<file path="src/sipo_pkg.sv">
// Shared constants and types for the serial-in parallel-out latch
package sipo_pkg;

  // ==========================================
  // Widths and reset values
  localparam int          SIPO_DATA_W     = 8;
  localparam int          SIPO_SYNC_W     = 2;
  localparam logic [7:0]  SIPO_SHIFT_RST  = 8'h00;
  localparam logic [7:0]  SIPO_STORE_RST  = 8'h00;
  localparam logic [1:0]  SIPO_SYNC_RST   = 2'h0;
  localparam logic [1:0]  SIPO_OEN_RST    = 2'h3;
  localparam logic [1:0]  SIPO_CLRN_RST   = 2'h0;
  localparam int          SIPO_BUF_DEPTH  = 2;

  // ==========================================
  // Carriers
  typedef struct packed {
    logic [SIPO_DATA_W-1:0] data;
  } sipo_word_s;

  typedef struct packed {
    logic shift_clock;
    logic storage_clock;
    logic serial_in;
  } sipo_pins_s;

endpackage

</file>
<file path="src/sipo_buf2.sv">
// Two-entry buffer with valid and ready on both sides
`timescale 1ns/1ps
`default_nettype none
module sipo_buf2 #(
  parameter int W     = 8,
  parameter int DEPTH = 2
) (
  // Clock and reset
  input  wire logic         clk_i,
  input  wire logic         rst_n_i,
  // Filling side
  input  wire logic [W-1:0] in_data_i,
  input  wire logic         in_valid_i,
  output logic              in_ready_o,
  // Draining side
  output logic [W-1:0]      out_data_o,
  output logic              out_valid_o,
  input  wire logic         out_ready_i
);

  // Only the two-entry layout is built
  if (DEPTH != 2) begin : g_depth_check
    $error("sipo_buf2 supports exactly two entries");
  end

  // ==========================================
  // Storage
  logic [W-1:0] head_reg;
  logic [W-1:0] head_next;
  logic [W-1:0] tail_reg;
  logic [W-1:0] tail_next;
  logic [1:0]   count_reg;
  logic [1:0]   count_next;
  logic         push;
  logic         pop;

  always_comb begin
    push       = in_valid_i && in_ready_o;
    pop        = out_valid_o && out_ready_i;
    head_next  = head_reg;
    tail_next  = tail_reg;
    count_next = count_reg;
    case ({push, pop})
      2'b10: begin
        if (count_reg == 2'h0) begin
          head_next = in_data_i;
        end else begin
          tail_next = in_data_i;
        end
        count_next = count_reg + 2'h1;
      end
      2'b01: begin
        head_next  = tail_reg;
        count_next = count_reg - 2'h1;
      end
      2'b11: begin
        // Simultaneous push and pop keeps the level constant
        if (count_reg == 2'h1) begin
          head_next = in_data_i;
        end else begin
          head_next = tail_reg;
          tail_next = in_data_i;
        end
      end
      default: begin
        count_next = count_reg;
      end
    endcase
  end

  always_ff @(posedge clk_i or negedge rst_n_i) begin
    if (!rst_n_i) begin
      head_reg    <= '0;
      tail_reg    <= '0;
      count_reg   <= 2'h0;
      out_valid_o <= 1'b0;
      in_ready_o  <= 1'b1;
    end else begin
      head_reg    <= head_next;
      tail_reg    <= tail_next;
      count_reg   <= count_next;
      out_valid_o <= (count_next != 2'h0);
      in_ready_o  <= (count_next != 2'h2);
    end
  end

  assign out_data_o = head_reg;

endmodule
`default_nettype wire

</file>
<file path="src/sipo_latch.sv">
// Serial-in parallel-out shift register with storage register and tri-state outputs
//
// Operation
// - Eight shift stages feed eight storage flops
// - Storage drives eight outputs, high, low, off
// - Shift and storage each have own clock
// - Rising edges: shift in serial, copy store
// - Low clear empties shift stages, storage untouched
// - Serial input in, last stage cascades out
// - Tied clocks: storage one pulse behind
`timescale 1ns/1ps
`default_nettype none
module sipo_latch
  import sipo_pkg::*;
#(
  parameter int DATA_W = sipo_pkg::SIPO_DATA_W
) (
  // Clock and reset
  input  wire logic                        clk_i,
  input  wire logic                        nrst_i,
  // Pins from the controller
  input  wire logic                        shift_clock_i,
  input  wire logic                        storage_clock_i,
  input  wire logic                        serial_in_i,
  input  wire logic                        shift_clear_n_i,
  input  wire logic                        output_enable_n_i,
  // Parallel outputs, three-state
  output logic [DATA_W-1:0]                parallel_out_o,
  output logic [DATA_W-1:0]                parallel_oe_o,
  // Cascade output
  output logic                             serial_cascade_out_o,
  // Stream of captured bytes
  output sipo_pkg::sipo_word_s             word_o,
  output logic                             word_valid_o,
  input  wire logic                        word_ready_i,
  output logic                             capture_ready_o
);

  // Shift path is built for eight stages only
  if (DATA_W != SIPO_DATA_W) begin : g_width_check
    $error("sipo_latch supports only an 8-bit shift path");
  end

  // ==========================================
  // Reset release
  // Asserts at once, releases two edges later so no flop leaves reset mid-edge
  logic [1:0] rst_sync_reg;
  logic [1:0] rst_sync_next;
  logic       rst_n;

  always_comb begin
    rst_sync_next = {rst_sync_reg[0], 1'b1};
  end

  always_ff @(posedge clk_i or negedge nrst_i) begin
    if (!nrst_i) begin
      rst_sync_reg <= SIPO_SYNC_RST;
    end else begin
      rst_sync_reg <= rst_sync_next;
    end
  end

  assign rst_n = rst_sync_reg[1];

  // ==========================================
  // Pin synchronisers
  // First stage is read only by the second
  sipo_pins_s pins_s1_reg;
  sipo_pins_s pins_s1_next;
  sipo_pins_s pins_s2_reg;
  sipo_pins_s pins_s2_next;
  sipo_pins_s pins_prev_reg;
  sipo_pins_s pins_prev_next;
  sipo_pins_s pins_raw;

  assign pins_raw = '{shift_clock: shift_clock_i, storage_clock: storage_clock_i, serial_in: serial_in_i};

  always_comb begin
    pins_s1_next   = pins_raw;
    pins_s2_next   = pins_s1_reg;
    pins_prev_next = pins_s2_reg;
  end

  always_ff @(posedge clk_i or negedge rst_n) begin
    if (!rst_n) begin
      pins_s1_reg   <= '0;
      pins_s2_reg   <= '0;
      pins_prev_reg <= '0;
    end else begin
      pins_s1_reg   <= pins_s1_next;
      pins_s2_reg   <= pins_s2_next;
      pins_prev_reg <= pins_prev_next;
    end
  end

  // ==========================================
  // Clear synchroniser
  // Reset value holds the clear on until the pin has been seen
  logic [1:0] clr_n_sync_reg;
  logic [1:0] clr_n_sync_next;

  always_comb begin
    clr_n_sync_next = {clr_n_sync_reg[0], shift_clear_n_i};
  end

  always_ff @(posedge clk_i or negedge rst_n) begin
    if (!rst_n) begin
      clr_n_sync_reg <= SIPO_CLRN_RST;
    end else begin
      clr_n_sync_reg <= clr_n_sync_next;
    end
  end

  // ==========================================
  // Enable synchroniser
  // Reset value keeps the outputs floating until the pin has been seen
  logic [1:0] oe_n_sync_reg;
  logic [1:0] oe_n_sync_next;

  always_comb begin
    oe_n_sync_next = {oe_n_sync_reg[0], output_enable_n_i};
  end

  always_ff @(posedge clk_i or negedge rst_n) begin
    if (!rst_n) begin
      oe_n_sync_reg <= SIPO_OEN_RST;
    end else begin
      oe_n_sync_reg <= oe_n_sync_next;
    end
  end

  // ==========================================
  // Edge detection
  // Rising edges only; falling edges do nothing
  logic shift_rise;
  logic store_rise;
  logic clear_act;

  always_comb begin
    shift_rise = pins_s2_reg.shift_clock && !pins_prev_reg.shift_clock;
    store_rise = pins_s2_reg.storage_clock && !pins_prev_reg.storage_clock;
    clear_act  = !clr_n_sync_reg[1];
  end

  // ==========================================
  // Shift and storage registers
  logic [DATA_W-1:0] shift_reg;
  logic [DATA_W-1:0] shift_next;
  logic [DATA_W-1:0] store_reg;
  logic [DATA_W-1:0] store_next;
  logic [DATA_W-1:0] capture_word;

  always_comb begin
    shift_next   = shift_reg;
    store_next   = store_reg;
    // A clear already seen empties what a storage edge in that cycle takes
    capture_word = clear_act ? SIPO_SHIFT_RST : shift_reg;
    if (clear_act) begin
      // Clear overrides any shift edge in the same cycle
      shift_next = SIPO_SHIFT_RST;
    end else if (shift_rise) begin
      shift_next = {shift_reg[DATA_W-2:0], pins_s2_reg.serial_in};
    end
    if (store_rise) begin
      // Old shift value taken, so tied clocks lag by one pulse
      store_next = capture_word;
    end
  end

  always_ff @(posedge clk_i or negedge rst_n) begin
    if (!rst_n) begin
      shift_reg <= SIPO_SHIFT_RST;
      store_reg <= SIPO_STORE_RST;
    end else begin
      shift_reg <= shift_next;
      store_reg <= store_next;
    end
  end

  // ==========================================
  // Output enable
  // Enable only gates the drivers; storage keeps its value
  logic [DATA_W-1:0] oe_reg;
  logic [DATA_W-1:0] oe_next;

  always_comb begin
    oe_next = {DATA_W{!oe_n_sync_reg[1]}};
  end

  always_ff @(posedge clk_i or negedge rst_n) begin
    if (!rst_n) begin
      oe_reg <= '0;
    end else begin
      oe_reg <= oe_next;
    end
  end

  // ==========================================
  // Outputs
  logic buf_in_ready;

  assign parallel_out_o       = store_reg;
  assign parallel_oe_o        = oe_reg;
  assign serial_cascade_out_o = shift_reg[DATA_W-1];
  assign capture_ready_o      = buf_in_ready;

  // ==========================================
  // Capture stream
  // Pins cannot be stalled; a capture while full is dropped, seen on capture_ready_o
  logic [DATA_W-1:0] buf_out_data;

  sipo_buf2 #(
    .W     (DATA_W),
    .DEPTH (SIPO_BUF_DEPTH)
  ) u_buf (
    .clk_i       (clk_i),
    .rst_n_i     (rst_n),
    .in_data_i   (capture_word),
    .in_valid_i  (store_rise),
    .in_ready_o  (buf_in_ready),
    .out_data_o  (buf_out_data),
    .out_valid_o (word_valid_o),
    .out_ready_i (word_ready_i)
  );

  assign word_o = '{data: buf_out_data};

endmodule
`default_nettype wire

</file>
<file path="config.mk">
export PLATFORM = sky130hd
export DESIGN_NAME = sipo_latch
export DESIGN_NICKNAME = d
export VERILOG_FILES = /design/src/sipo_pkg.sv /design/src/sipo_buf2.sv /design/src/sipo_latch.sv
export SDC_FILE = /design/constraint.sdc
export NUM_CORES = 1
export LEC_CHECK = 0
export BUFFER_PORTS_ARGS = -buffer_cell sky130_fd_sc_hd__clkbuf_2
export CAP_MARGIN = 0
export CORE_MARGIN = 8
export CORE_UTILIZATION = 40
export DETAILED_ROUTE_END_ITERATION = 8
export HOLD_SLACK_MARGIN = 0.06
export PLACE_DENSITY = 0.6
export SLEW_MARGIN = 20
export SYNTH_ARGS = -nofsm -noshare
export SYNTH_HDL_FRONTEND = slang
export SYNTH_SLANG_ARGS = --single-unit
</file>
<file path="constraint.sdc">
create_clock -name clk_i -period 1.8 [get_ports clk_i]
set_input_delay 0.54 -clock clk_i [delete_from_list [all_inputs] [get_ports clk_i]]
set_output_delay 0.54 -clock clk_i [all_outputs]
set_load 0.03 [all_outputs]
</file>
Word-level counts from Yosys, hierarchy flattened
Index checks and enable logic that the tools add are counted.
- register bits after elaboration: 51
- output and inout bits: 27
- word-level logic and storage cells: 53
- add/subtract/negate cells: 2
- eq/ne operators: 9
- multiplexer cells: 10
- reduce and logical (&&, ||, !) cells: 13
- operator list (cell ; number):
    $mux 8 ; 7
    $pmux 8 s3 ; 1
    $pmux 8 s2 ; 1
    $ne 2x2->1 const B ; 3
    $eq 2x1->1 const B ; 2
    $eq 2x2->1 const B ; 2
    $logic_and 1x1->1 ; 4
    $ne 2x1->1 const B ; 2
    $pmux 2 s2 ; 1
    $reduce_bool 2->1 ; 2
    $logic_not 1->1 ; 3
    $reduce_and 3->1 ; 1
    $reduce_bool 3->1 ; 1
    $add 2x1->2 const B ; 1
    $logic_not 2->1 ; 1
    $reduce_and 2->1 ; 1
    $sub 2x1->2 const B ; 1

Depth between registers and ports, before layout
Gate-level depths: netlist of run 1.
- word-level depth: 6
- gate-level depth with buffers: 9

By module
From an unflattened synthesis of run 1, not the netlist that was laid out.
- cells, all modules: 150
- area total of the unflattened synthesis: 2163.3 µm²
- by module, submodules not included (module ; times used ; cells each ; area each (µm²)):
    sipo_latch ; 1 ; 75 ; 1191.1
    sipo_buf2 ; 1 ; 75 ; 972.2

Least setup slack after synthesis of run 1
Ideal clock, no wire load.
- path kind: input-to-reg
- start: in word_ready_i
- end: reg u_buf.tail_reg[7]
- library setup time: 0.124 ns
- arrival: 2.004 ns
- setup slack: -0.328 ns
- stages on the path: 9
- path buffers: 3
- cell sequence: buf_2 > nand2_1 > inv_1 > ha_1 > and2_4 > buf_6 > a211o_1 > buf_6 > mux2i_1
- longest elaborated chain between the ends: 4
- elaborated cells between the ends (all ways): 8
- classes of those cells: eq/ne (4); mux (1); reduce/logical (3)
- ends and longest elaborated chain (what ; line ; source):
    from (decl) ; sipo_latch.sv:35 ; input wire logic word_ready_i,
    $logic_and 1x1->1 * ; sipo_buf2.sv:39 ; pop = out_valid_o && out_ready_i;
    $eq 2x2->1 ; sipo_buf2.sv:43 ; case ({push, pop})
    $ne 2x2->1 (no source line) or $reduce_bool 2->1 (tied branches) ; - ;
    $reduce_and 3->1 (no source line) ; - ;
    to (signal assigned) ; sipo_buf2.sv:80 ; tail_reg <= tail_next;
    to (decl) ; sipo_buf2.sv:30 ; logic [W-1:0] tail_reg;
Mark *: on every way between the ends. The rest lies on a longest branch, timed or not.
A chain may end at the register's enable or synchronous reset.

Worst setup path after layout of run 1
- start: reg u_buf.in_ready_o
- end: reg u_buf.out_valid_o
- longest elaborated chain between the ends: 4
- elaborated cells between the ends (all ways): 5
- classes of those cells: eq/ne (2); mux (1); reduce/logical (2)
- ends and longest elaborated chain (what ; line ; source):
    from (decl) ; sipo_buf2.sv:14 ; output logic in_ready_o,
    from (signal assigned) ; sipo_buf2.sv:83 ; in_ready_o <= (count_next != 2'h2);
    $logic_and 1x1->1 * ; sipo_buf2.sv:38 ; push = in_valid_i && in_ready_o;
    $eq 2x1->1 or $eq 2x2->1 (tied branches) ; sipo_buf2.sv:43 ;
    $pmux 2 s2 * ; sipo_buf2.sv:43 ;
    $reduce_bool 2->1 * ; sipo_buf2.sv:82 ; out_valid_o <= (count_next != 2'h0);
    to (signal assigned) ; sipo_buf2.sv:82 ;
    to (decl) ; sipo_buf2.sv:17 ; output logic out_valid_o,
Marks and branches as above.

==> impl_metrics.csv, run 1 <==
group,metric,value,unit
power_and_ir_drop,p_seq_share,45.3,%
setup_path,critical_path.most_common_cell,"or2_4",
placement,pre_cts_slack,-75.03,ps
grt,grt_pass1_wl,6610,um
synthesis,yosys_warnings,0,
layout,antenna_cells,0,
grt,grt_pass1_vias,1304,
detailed_routing,drc,0,
setup_path,timing.rr.start,"u_buf.in_ready_o",
placement,routabilityCongestion,0.7377,
setup_path,timing.rr.end,"u_buf.out_valid_o",
detailed_routing,drtPass1Iterations,4,
floorplan,io_pins,35,
power_and_ir_drop,p_leak,1.208,nW
timing,fin_ws,60.34,ps
setup_path,worstPathCellList,"inv_1 -> or2_4 -> buf_4 -> ha_4 -> or2_4 -> a21oi_4 -> nand2b_1",
run_status,status,"finished clean",
placement,hpwl,2969,um
setup_path,crit_fanout,10,
timing,fmax,574.8,MHz
synthesis,synth_cell_type_count,26,
power_and_ir_drop,irDropWorstVdd,0.5419,mV
synthesis,yosysTopAreaCell,"dfrtp_1",
detailed_routing,drt_iter0_markers,38,
synthesis,synth.avg_cell_area,11.14,sq um
layout,multi_input_area,764.5,sq um
power_and_ir_drop,pwr-share-comb,33.1,%
clock_network,cts-root-buf,"clkbuf_8",
layout,fillers,500,
timing,setup_viol,0,
setup_path,reg2reg_depth,7,
layout,areaGrowthSynthToFinish,20.23,%
clock_network,htree_levels,2,
clock_network,cts_tree,"done",
timing,fin_crit_sh,96.65,%
layout,mostFrequentLayoutCells,"dfrtp_1 (46), clkbuf_2 (34), nand2_1 (18)",
timing,min_period,1740,ps
timing,hold_viol_final,0,
synthesis,syn_area,2140,sq um
grt,grt_max_degree,50,
power_and_ir_drop,p_int,2.000,mW
setup_path,critPathKind,"register to register",
layout,fin_nets,240,
detailed_routing,vias,1424,
clock_network,cts.sinks,51,
timing,slew_violations,0,
synthesis,syn_inst,192,
floorplan,core,5140,sq um
setup_path,cpPeakStageDelay,540,ps
synthesis,synth.ff_latch_count,51,
grt,grtUsageTotal,10.89,%
detailed_routing,wl_per_cell,13.63,um
timing,setup_tns,0,ps
floorplan,die_area,7945,sq um
synthesis,yosysTopAreaCellShare,56.14,%
layout,final_common_cell,"dfrtp_1",
detailed_routing,ant_nets,0,
synthesis,ys_seq_area_share,59.82,%
power_and_ir_drop,p_clk_share,21.6,%
clock_network,cts_setup_buffers,0,
floorplan,rows,26,
clock_network,clk_pin_slew,90,ps
timing,skew,8.279,ps
synthesis,synth_nets,206,
grt,grt_antenna_before_repair,0,
clock_network,clock_latency,300,ps
flow_run,drv_cap,0,
placement,port_buffers,34,
detailed_routing,vias_per_cell,4.795,
floorplan,die_w,89.14,um
synthesis,synth_area_leaders,"dfrtp_1 (56%), mux2i_1 (4.7%), o21ai_0 (3.7%)",
power_and_ir_drop,total_switching_power,1.115,mW
layout,seqCellArea,1282,sq um
grt,overflow,0,
setup_path,crit_slowest_cell,"dfstp_2",
power_and_ir_drop,p_per_area,1211,nW/um^2
setup_path,worstPathArrival,1930,ps
setup_path,cp_data_required_time,1990,ps
setup_path,endpoint_kind,"register",
floorplan,initial_core_util,41.63,%
setup_path,rrSetupSlack,60,ps
min_path,min_path_type,"register to async pin",
floorplan,dieHeight,89.14,um
clock_network,max-clock-path-buffers,2,
power_and_ir_drop,swShare,35.81,%
setup_path,start_kind,"register",
clock_network,cts_buffers,5,
layout,drive_gt1_share,30.40,%
detailed_routing,drt_wl_total,4047,um
what timing repair did:
item                                    4_1_cts  5_1_grt
endpoints found under the setup margin       16       16
hold buffers                                  1        0
resized for setup                             2        3
hold endpoints to repair                      2        0
per-stage QoR:
step                      area, sq um  std cells  utilization, %  power (mW)  hold slack, ps
after CTS                        2552        297           49.66       3.122           263.3
after global placement           2444        288           47.54       2.431           256.7
final                            2572        297           50.05       3.115           245.7
after floorplan                  2252        192               -       2.203           244.4
after global routing             2572        297           50.05       3.296           284.6
after detailed placement         2444        288           47.54       2.437           257.1
critical path, delay by kind of cell, from the launching register on:
kind | cells | cell delay, ps
simple gates | 3 | 560
flops | 1 | 540
buf+inv | 2 | 180
compound gates | 1 | 160
fa+ha+maj | 1 | 190
power groups by stage:
stage	logic [mW]	clock network, mW	registers (mW)
floorplan	0.557	0	1.65
global placement	0.997	0	1.43
detailed placement	1.00	0	1.44
CTS	1.01	0.702	1.41
global route	1.12	0.739	1.44
finish	1.03	0.674	1.41
cells by family (layout without fill, tap and decap cells):
logic type                 after synthesis  in the layout  share of synthesized area (%)
adders and majority gates                6              6                          3.509
and+or+nand+nor                         39             39                          8.655
buffers and inverters                   35             70                          8.479
AOI/OAI and AO/OA                       50             50                          14.68
muxes                                   10             10                          4.679
DFF                                     51             51                          59.82
other                                    1              1                         0.1753
layer usage:
layer / vias up / GRT usage, % / share of wire [%]
li1: 710 / - / -
met1: 665 / 15.67 / 50
met2: 44 / 15.22 / 42
met3: 5 / 2.757 / 6.4
met4: 0 / 4.079 / 0.96
met5: - / 0 / 0
synth_stat cells, drive strengths merged:
cell / instances
conb: 1
nand3: 7
nor2b: 3
nand2b: 3
o21bai: 8
clkbuf: 4
nor2: 2
a211o: 1
dfrtp: 48
inv: 15
o21ai: 16
or2: 2
dfstp: 3
mux2i: 10
a21oi: 9
a31oi: 8
o2111ai: 8
ha: 6
buf: 15
nand2: 19
clkinv: 1
and2: 3
layout make-up:
type / instances / area share [%]
Sequential cell: 51 / 49.85
Timing Repair Buffer: 46 / 10.70
Multi-Input combinational cell: 106 / 29.72
Inverter: 16 / 2.626
Tap cell: 70 / 3.405
Clock buffer: 7 / 3.356
Clock inverter: 1 / 0.3405
worst max path at each step:
stage | slack [ps] | to | start | cells past startpoint
2_1_floorplan | -20 | u_buf.tail_reg[0] | u_buf.in_ready_o | 9
3_3_place_gp | -60 | u_buf.tail_reg[4] | word_ready_i | 7
3_5_place_dp | -80 | u_buf.tail_reg[4] | word_ready_i | 7
4_1_cts | 10 | u_buf.tail_reg[4] | u_buf.in_ready_o | 7
5_1_grt | -10 | u_buf.out_valid_o | u_buf.in_ready_o | 7
6_report | 60 | u_buf.out_valid_o | u_buf.in_ready_o | 7
Note: power is estimated with default switching activity, not from simulation.
==> run 2: changes to the inputs <==
Settings changed: CTS_BUF_LIST set to sky130_fd_sc_hd__clkbuf_2.
==> run 2 against run 1 <==
- utilization down 0.80 points
- clock power fell by 34%
- maximum frequency is 0.22% lower
- largest cell class unchanged
- largest power group unchanged
==> impl_metrics.csv, run 2 (synthesis gave the netlist of run 1 again) <==
group,metric,value,unit
power_and_ir_drop,p_leak,1.196,nW
setup_path,timing.rr.start,"u_buf.in_ready_o",
timing,fin_crit_sh,96.86,%
timing,skew,11.23,ps
clock_network,cts_tree,"done",
grt,grtUsageTotal,11.08,%
run_status,status,"finished clean",
detailed_routing,vias_per_cell,4.819,
grt,grt_antenna_before_repair,0,
setup_path,critPathKind,"register to primary output",
detailed_routing,drc,0,
grt,busiest_layer,"met1",
grt,grt_use_met2,15.15,%
clock_network,cts.sinks,51,
setup_path,timing.rr.end,"u_buf.out_valid_o",
placement,routabilityCongestion,0.7377,
setup_path,endpoint,"word_valid_o",
setup_path,rrSetupSlack,90,ps
placement,postPlaceCellArea,2444,sq um
layout,antenna_cells,0,
layout,mostFrequentLayoutCells,"dfrtp_1 (46), clkbuf_2 (39), nand2_1 (18)",
timing,setup_viol,0,
grt,grt_pass1_vias,1298,
grt,grtUsageMet3,2.757,%
grt,grt_max_degree,50,
setup_path,cp_data_required_time,1260,ps
grt,overflow,0,
layout,multi_input_area,765.7,sq um
layout,drive_gt1_share,31.14,%
clock_network,cts-root-buf,"clkbuf_2",
flow_run,drv_cap,0,
clock_network,max-clock-path-buffers,2,
min_path,min_path_type,"primary input to register",
timing,fmax,573.6,MHz
timing,min_period,1743,ps
clock_network,clk_pin_slew,230,ps
timing,slew_violations,0,
floorplan,io_pins,35,
setup_path,crit_start,"u_buf.out_valid_o",
min_path,hp-start,"output_enable_n_i",
clock_network,htree_levels,2,
detailed_routing,vias,1436,
floorplan,dieHeight,89.14,um
detailed_routing,drtPass1Iterations,4,
floorplan,die_w,89.14,um
timing,hold_viol_final,0,
setup_path,crit_fanout,7,
layout,fillers,506,
floorplan,core,5140,sq um
floorplan,die_area,7945,sq um
floorplan,initial_core_util,41.63,%
setup_path,worstPathArrival,1200,ps
placement,hpwl,2969,um
clock_network,cts_buffers,5,
detailed_routing,drt_iter0_markers,41,
detailed_routing,ant_nets,0,
grt,gr-usage-met1,15.78,%
layout,seqCellArea,1282,sq um
setup_path,endpoint_kind,"primary output",
layout,fin_nets,241,
grt,grt_pass1_wl,6644,um
detailed_routing,wl_per_cell,13.65,um
floorplan,rows,26,
setup_path,reg2reg_depth,7,
detailed_routing,drt_wl_total,4067,um
timing,holdWs,167.2,ps
setup_path,start_kind,"register",
layout,final_common_cell,"dfrtp_1",
layout,areaGrowthSynthToFinish,18.30,%
power_and_ir_drop,irDropWorstVdd,0.5145,mV
layout,design_area,2531,sq um
power_and_ir_drop,p_per_area,1150,nW/um^2
placement,port_buffers,34,
clock_network,clock_latency,420,ps
==> run 2: through the flow <==
step / setup WS (ps) / std cells / power (mW) / util (%) / TNS (ps)
floorplan: -20.68 / 192 / 2.203 / - / -165.4
detailed placement: -75.03 / 288 / 2.437 / 47.54 / -675.2
global placement: -61.19 / 288 / 2.431 / 47.54 / -435.4
CTS: 18.04 / 298 / 2.906 / 48.78 / 0
finish: 56.58 / 298 / 2.910 / 49.25 / 0
global route: -9.077 / 298 / 3.097 / 49.25 / -9.077
==> run 2: timing repair <==
item                                   in CTS  in global routing
setup endpoints to repair                  17                 17
pin swaps                                   1                  2
setup buffers                               1                  0
endpoints found under the hold margin       2                  0
hold buffers                                1                  0
gates resized for setup                     2                  7
==> run 2: layout make-up <==
| cell class | count | area share [%] |
|---|---|---|
| Clock buffer | 6 | 1.186 |
| Tap cell | 70 | 3.460 |
| Multi-Input combinational cell | 106 | 30.25 |
| Sequential cell | 51 | 50.67 |
| Clock inverter | 2 | 0.4943 |
| Timing Repair Buffer | 47 | 11.27 |
| Inverter | 16 | 2.669 |
==> run 2: per-layer routing <==
layer / vias to the layer above / share of wire, %
li1: 715 / -
met1: 671 / 49
met2: 43 / 42
met3: 7 / 6.8
met4: 0 / 1.9
met5: - / 0
==> run 2: power by group <==
group | total, mW | leakage, nW | internal (mW) | switching [mW]
clock | 0.446 | 0.0306 | 0.101 | 0.346
sequential | 1.39 | 0.652 | 1.31 | 0.0822
combinational | 1.07 | 0.513 | 0.394 | 0.677
==> run 2: worst max-delay path, cell delays in order, from the launching register on <==
cell and delay (ps):
dfrtp_2 450, buf_4 160, clkbuf_2 180
==> run 2: worst min path at each step <==
stage | end | slack (ps) | cells past startpoint
after floorplan | rst_sync_reg[0] | 240 | 0
after global placement | u_buf.count_reg[0] | 260 | 1
after detailed placement | pins_prev_reg[1] | 260 | 1
after CTS | oe_n_sync_reg[0] | 130 | 1
after global routing | oe_n_sync_reg[0] | 120 | 1
final | oe_n_sync_reg[0] | 170 | 1
==> run 3: changes to the inputs <==
Settings changed: ABC_AREA set to 1, BUFFER_PORTS_ARGS -buffer_cell sky130_fd_sc_hd__clkbuf_2 to not set, DONT_BUFFER_PORTS set to 1, PLACE_DENSITY 0.6 to 0.54.
==> run 3 against run 2 <==
- critical path depth shrank 1
- global-route usage decreased by 1.1 points
- routed wire length fell by 6.3%
- die area rose by 1.9%
- non-clock buffer count decreased by 31
- via count fell by 5.4%
- final cell count increased by 8.1%
- largest cell class unchanged
- worst hold slack gained 38 ps
- clock power is 4% higher
==> impl_metrics.csv, run 3 <==
group,metric,value,unit
synthesis,syn_area,2188,sq um
setup_path,cp_data_required_time,1260,ps
placement,port_buffers,0,
grt,grt_use_met2,13.62,%
clock_network,clk_pin_slew,250,ps
grt,grtUsageMet3,4.239,%
synthesis,synthXorXnorAreaFrac,0,%
synthesis,synth_mux_area_share,0,%
detailed_routing,drt_wl_total,3809,um
power_and_ir_drop,p_total,2.429,mW
clock_network,clock_latency,420,ps
floorplan,core,5405,sq um
grt,gr-usage-met1,13.60,%
power_and_ir_drop,p_per_area,1019,nW/um^2
clock_network,cts_buffers,5,
floorplan,die_w,89.97,um
layout,seqCellArea,1282,sq um
synthesis,synth_cell_type_count,21,
synthesis,synth-compound-area-share,7.833,%
layout,final_common_cell,"nand2_1",
synthesis,synth_edf_count,0,
timing,skew,16.38,ps
synthesis,synth.top_cells.by_count,"nand2_1 (81), dfrtp_1 (48), inv_1 (28)",
detailed_routing,vias,1359,
floorplan,io_pins,35,
floorplan,dieHeight,89.97,um
timing,min_period,1696,ps
timing,setup_viol,0,
placement,routabilityCongestion,0.8070,
layout,areaGrowthSynthToFinish,8.920,%
clock_network,cts_tree,"done",
timing,fin_crit_sh,94.21,%
clock_network,cts.sinks,51,
synthesis,synth_area_leaders,"dfrtp_1 (55%), nand2_1 (14%), inv_1 (4.8%)",
timing,setup_tns,0,ps
synthesis,yosys.area_share.simple,20.58,%
setup_path,worstPathArrival,1160,ps
synthesis,synth_nets,251,
timing,fmax,589.7,MHz
clock_network,cts-root-buf,"clkbuf_2",
clock_network,max-clock-path-buffers,2,
setup_path,critPathKind,"register to primary output",
detailed_routing,drc,0,
layout,fillers,554,
power_and_ir_drop,p_leak,1.240,nW
grt,busiest_layer,"met2",
synthesis,synth_top_family_by_area,"simple AND/OR/NAND/NOR gates",
grt,grt_pass1_wl,6686,um
power_and_ir_drop,irDropWorstVdd,0.4403,mV
detailed_routing,vias_per_cell,4.220,
floorplan,die_area,8094,sq um
detailed_routing,ant_nets,0,
synthesis,yosysMostFrequentCell,"nand2_1",
grt,grt_antenna_before_repair,0,
setup_path,critPathTopFamily,"flip-flops",
layout,drive_gt1_share,18.40,%
synthesis,synth_ff_type,"dfrtp_1",
floorplan,initial_core_util,40.49,%
clock_network,htree_levels,2,
placement,hpwl,2821,um
synthesis,synth.avg_cell_area,9.234,sq um
detailed_routing,drtPass1Iterations,4,
detailed_routing,wl_per_cell,11.83,um
timing,grt_setup_unrepaired,"false",
grt,grtUsageTotal,9.989,%
detailed_routing,drt_iter0_markers,41,
synthesis,synth-async-reset-ratio,100.0,%
layout,multi_input_area,700.7,sq um
synthesis,synth.ff_latch_count,51,
synthesis,yosys_warnings,0,
setup_path,crit_slowest_cell,"dfstp_2",
setup_path,cp.buffers_inverters,1,
floorplan,rows,27,
grt,overflow,0,
synthesis,yosys.area_share.adder,3.431,%
synthesis,ys_seq_area_share,58.49,%
setup_path,crit_fanout,2,
synthesis,yosysTopAreaCell,"dfrtp_1",
layout,mostFrequentLayoutCells,"nand2_1 (81), dfrtp_1 (46), inv_1 (28)",
clock_network,cts_resized,0,
grt,grt_max_degree,19,
layout,fin_nets,263,
setup_path,worstPathCellList,"buf_4",
timing,slew_violations,0,
timing,hold_viol_final,0,
grt,grt_pass1_vias,1318,
synthesis,yosysTopAreaCellShare,54.89,%
synthesis,syn_inst,237,
run_status,status,"finished clean",
setup_path,endpoint_kind,"primary output",
layout,antenna_cells,0,
flow_run,drv_cap,0,
timing,holdWs,205.0,ps
setup_path,start_kind,"register",
setup_path,cpPeakStageDelay,580,ps
min_path,min_path_type,"register to async pin",
run 3: logic make-up (layout without fill, tap and decap cells):
logic type,count (synthesis),count (layout)
flops,51,51
fa+ha+maj,6,6
compound gates,26,26
buf+inv,43,56
other cells,1,1
simple gates,110,110
run 3: what timing repair did:
item	in CTS	in global routing
hold buffers	2	4
hold endpoints to repair	3	4
setup endpoints to repair	0	6
setup buffers	0	2
run 3: area by class of cell:
type                    count  share of cell area (%)
well taps                  72                   3.780
multi-input cells         143                   29.40
repair buffers             16                   6.194
flip-flops and latches     51                   53.81
clock buffers               7                   1.470
clock inverters             1                  0.3150
inverters                  32                   5.039
run 3: where the power goes:
part,switching (mW),internal (mW),total [mW]
logic,0.405,0.200,0.605
clock network,0.354,0.107,0.462
registers,0.114,1.25,1.36
run 3: routing by layer:
| layer | part of all wire, % | vias to the layer above | routed length [um] |
|---|---|---|---|
| met1 | 51 | 592 | 1945 |
| li1 | - | 733 | - |
| met4 | 1.4 | 0 | 55 |
| met3 | 7.6 | 6 | 288 |
| met5 | 0 | - | 0 |
| met2 | 40 | 28 | 1519 |
run 3: final timing paths:
kind,from,endpoint,slack (ps),depth (start not counted)
worst max-delay path,u_buf.in_ready_o,capture_ready_o,100,1
worst min-delay path,rst_sync_reg[1],u_buf.count_reg[1],200,0
worst max register to register,u_buf.in_ready_o,u_buf.tail_reg[1],200,9
worst min register to register,rst_sync_reg[1],u_buf.count_reg[1],200,0
max in group asynchronous,rst_sync_reg[1],parallel_out_o[0],1070,1
min in group clk_i,oe_n_sync_reg[0],oe_n_sync_reg[1],370,0
run 3: stage by stage:
stage,area (sq um),std cells,worst slack [ps],utilization [%]
global route,2384,322,10.15,44.10
finish,2384,322,104.3,44.10
detailed placement,2266,306,192.7,41.92
CTS,2328,316,65.84,43.08
global placement,2266,306,218.6,41.92
floorplan,2188,237,49.04,-
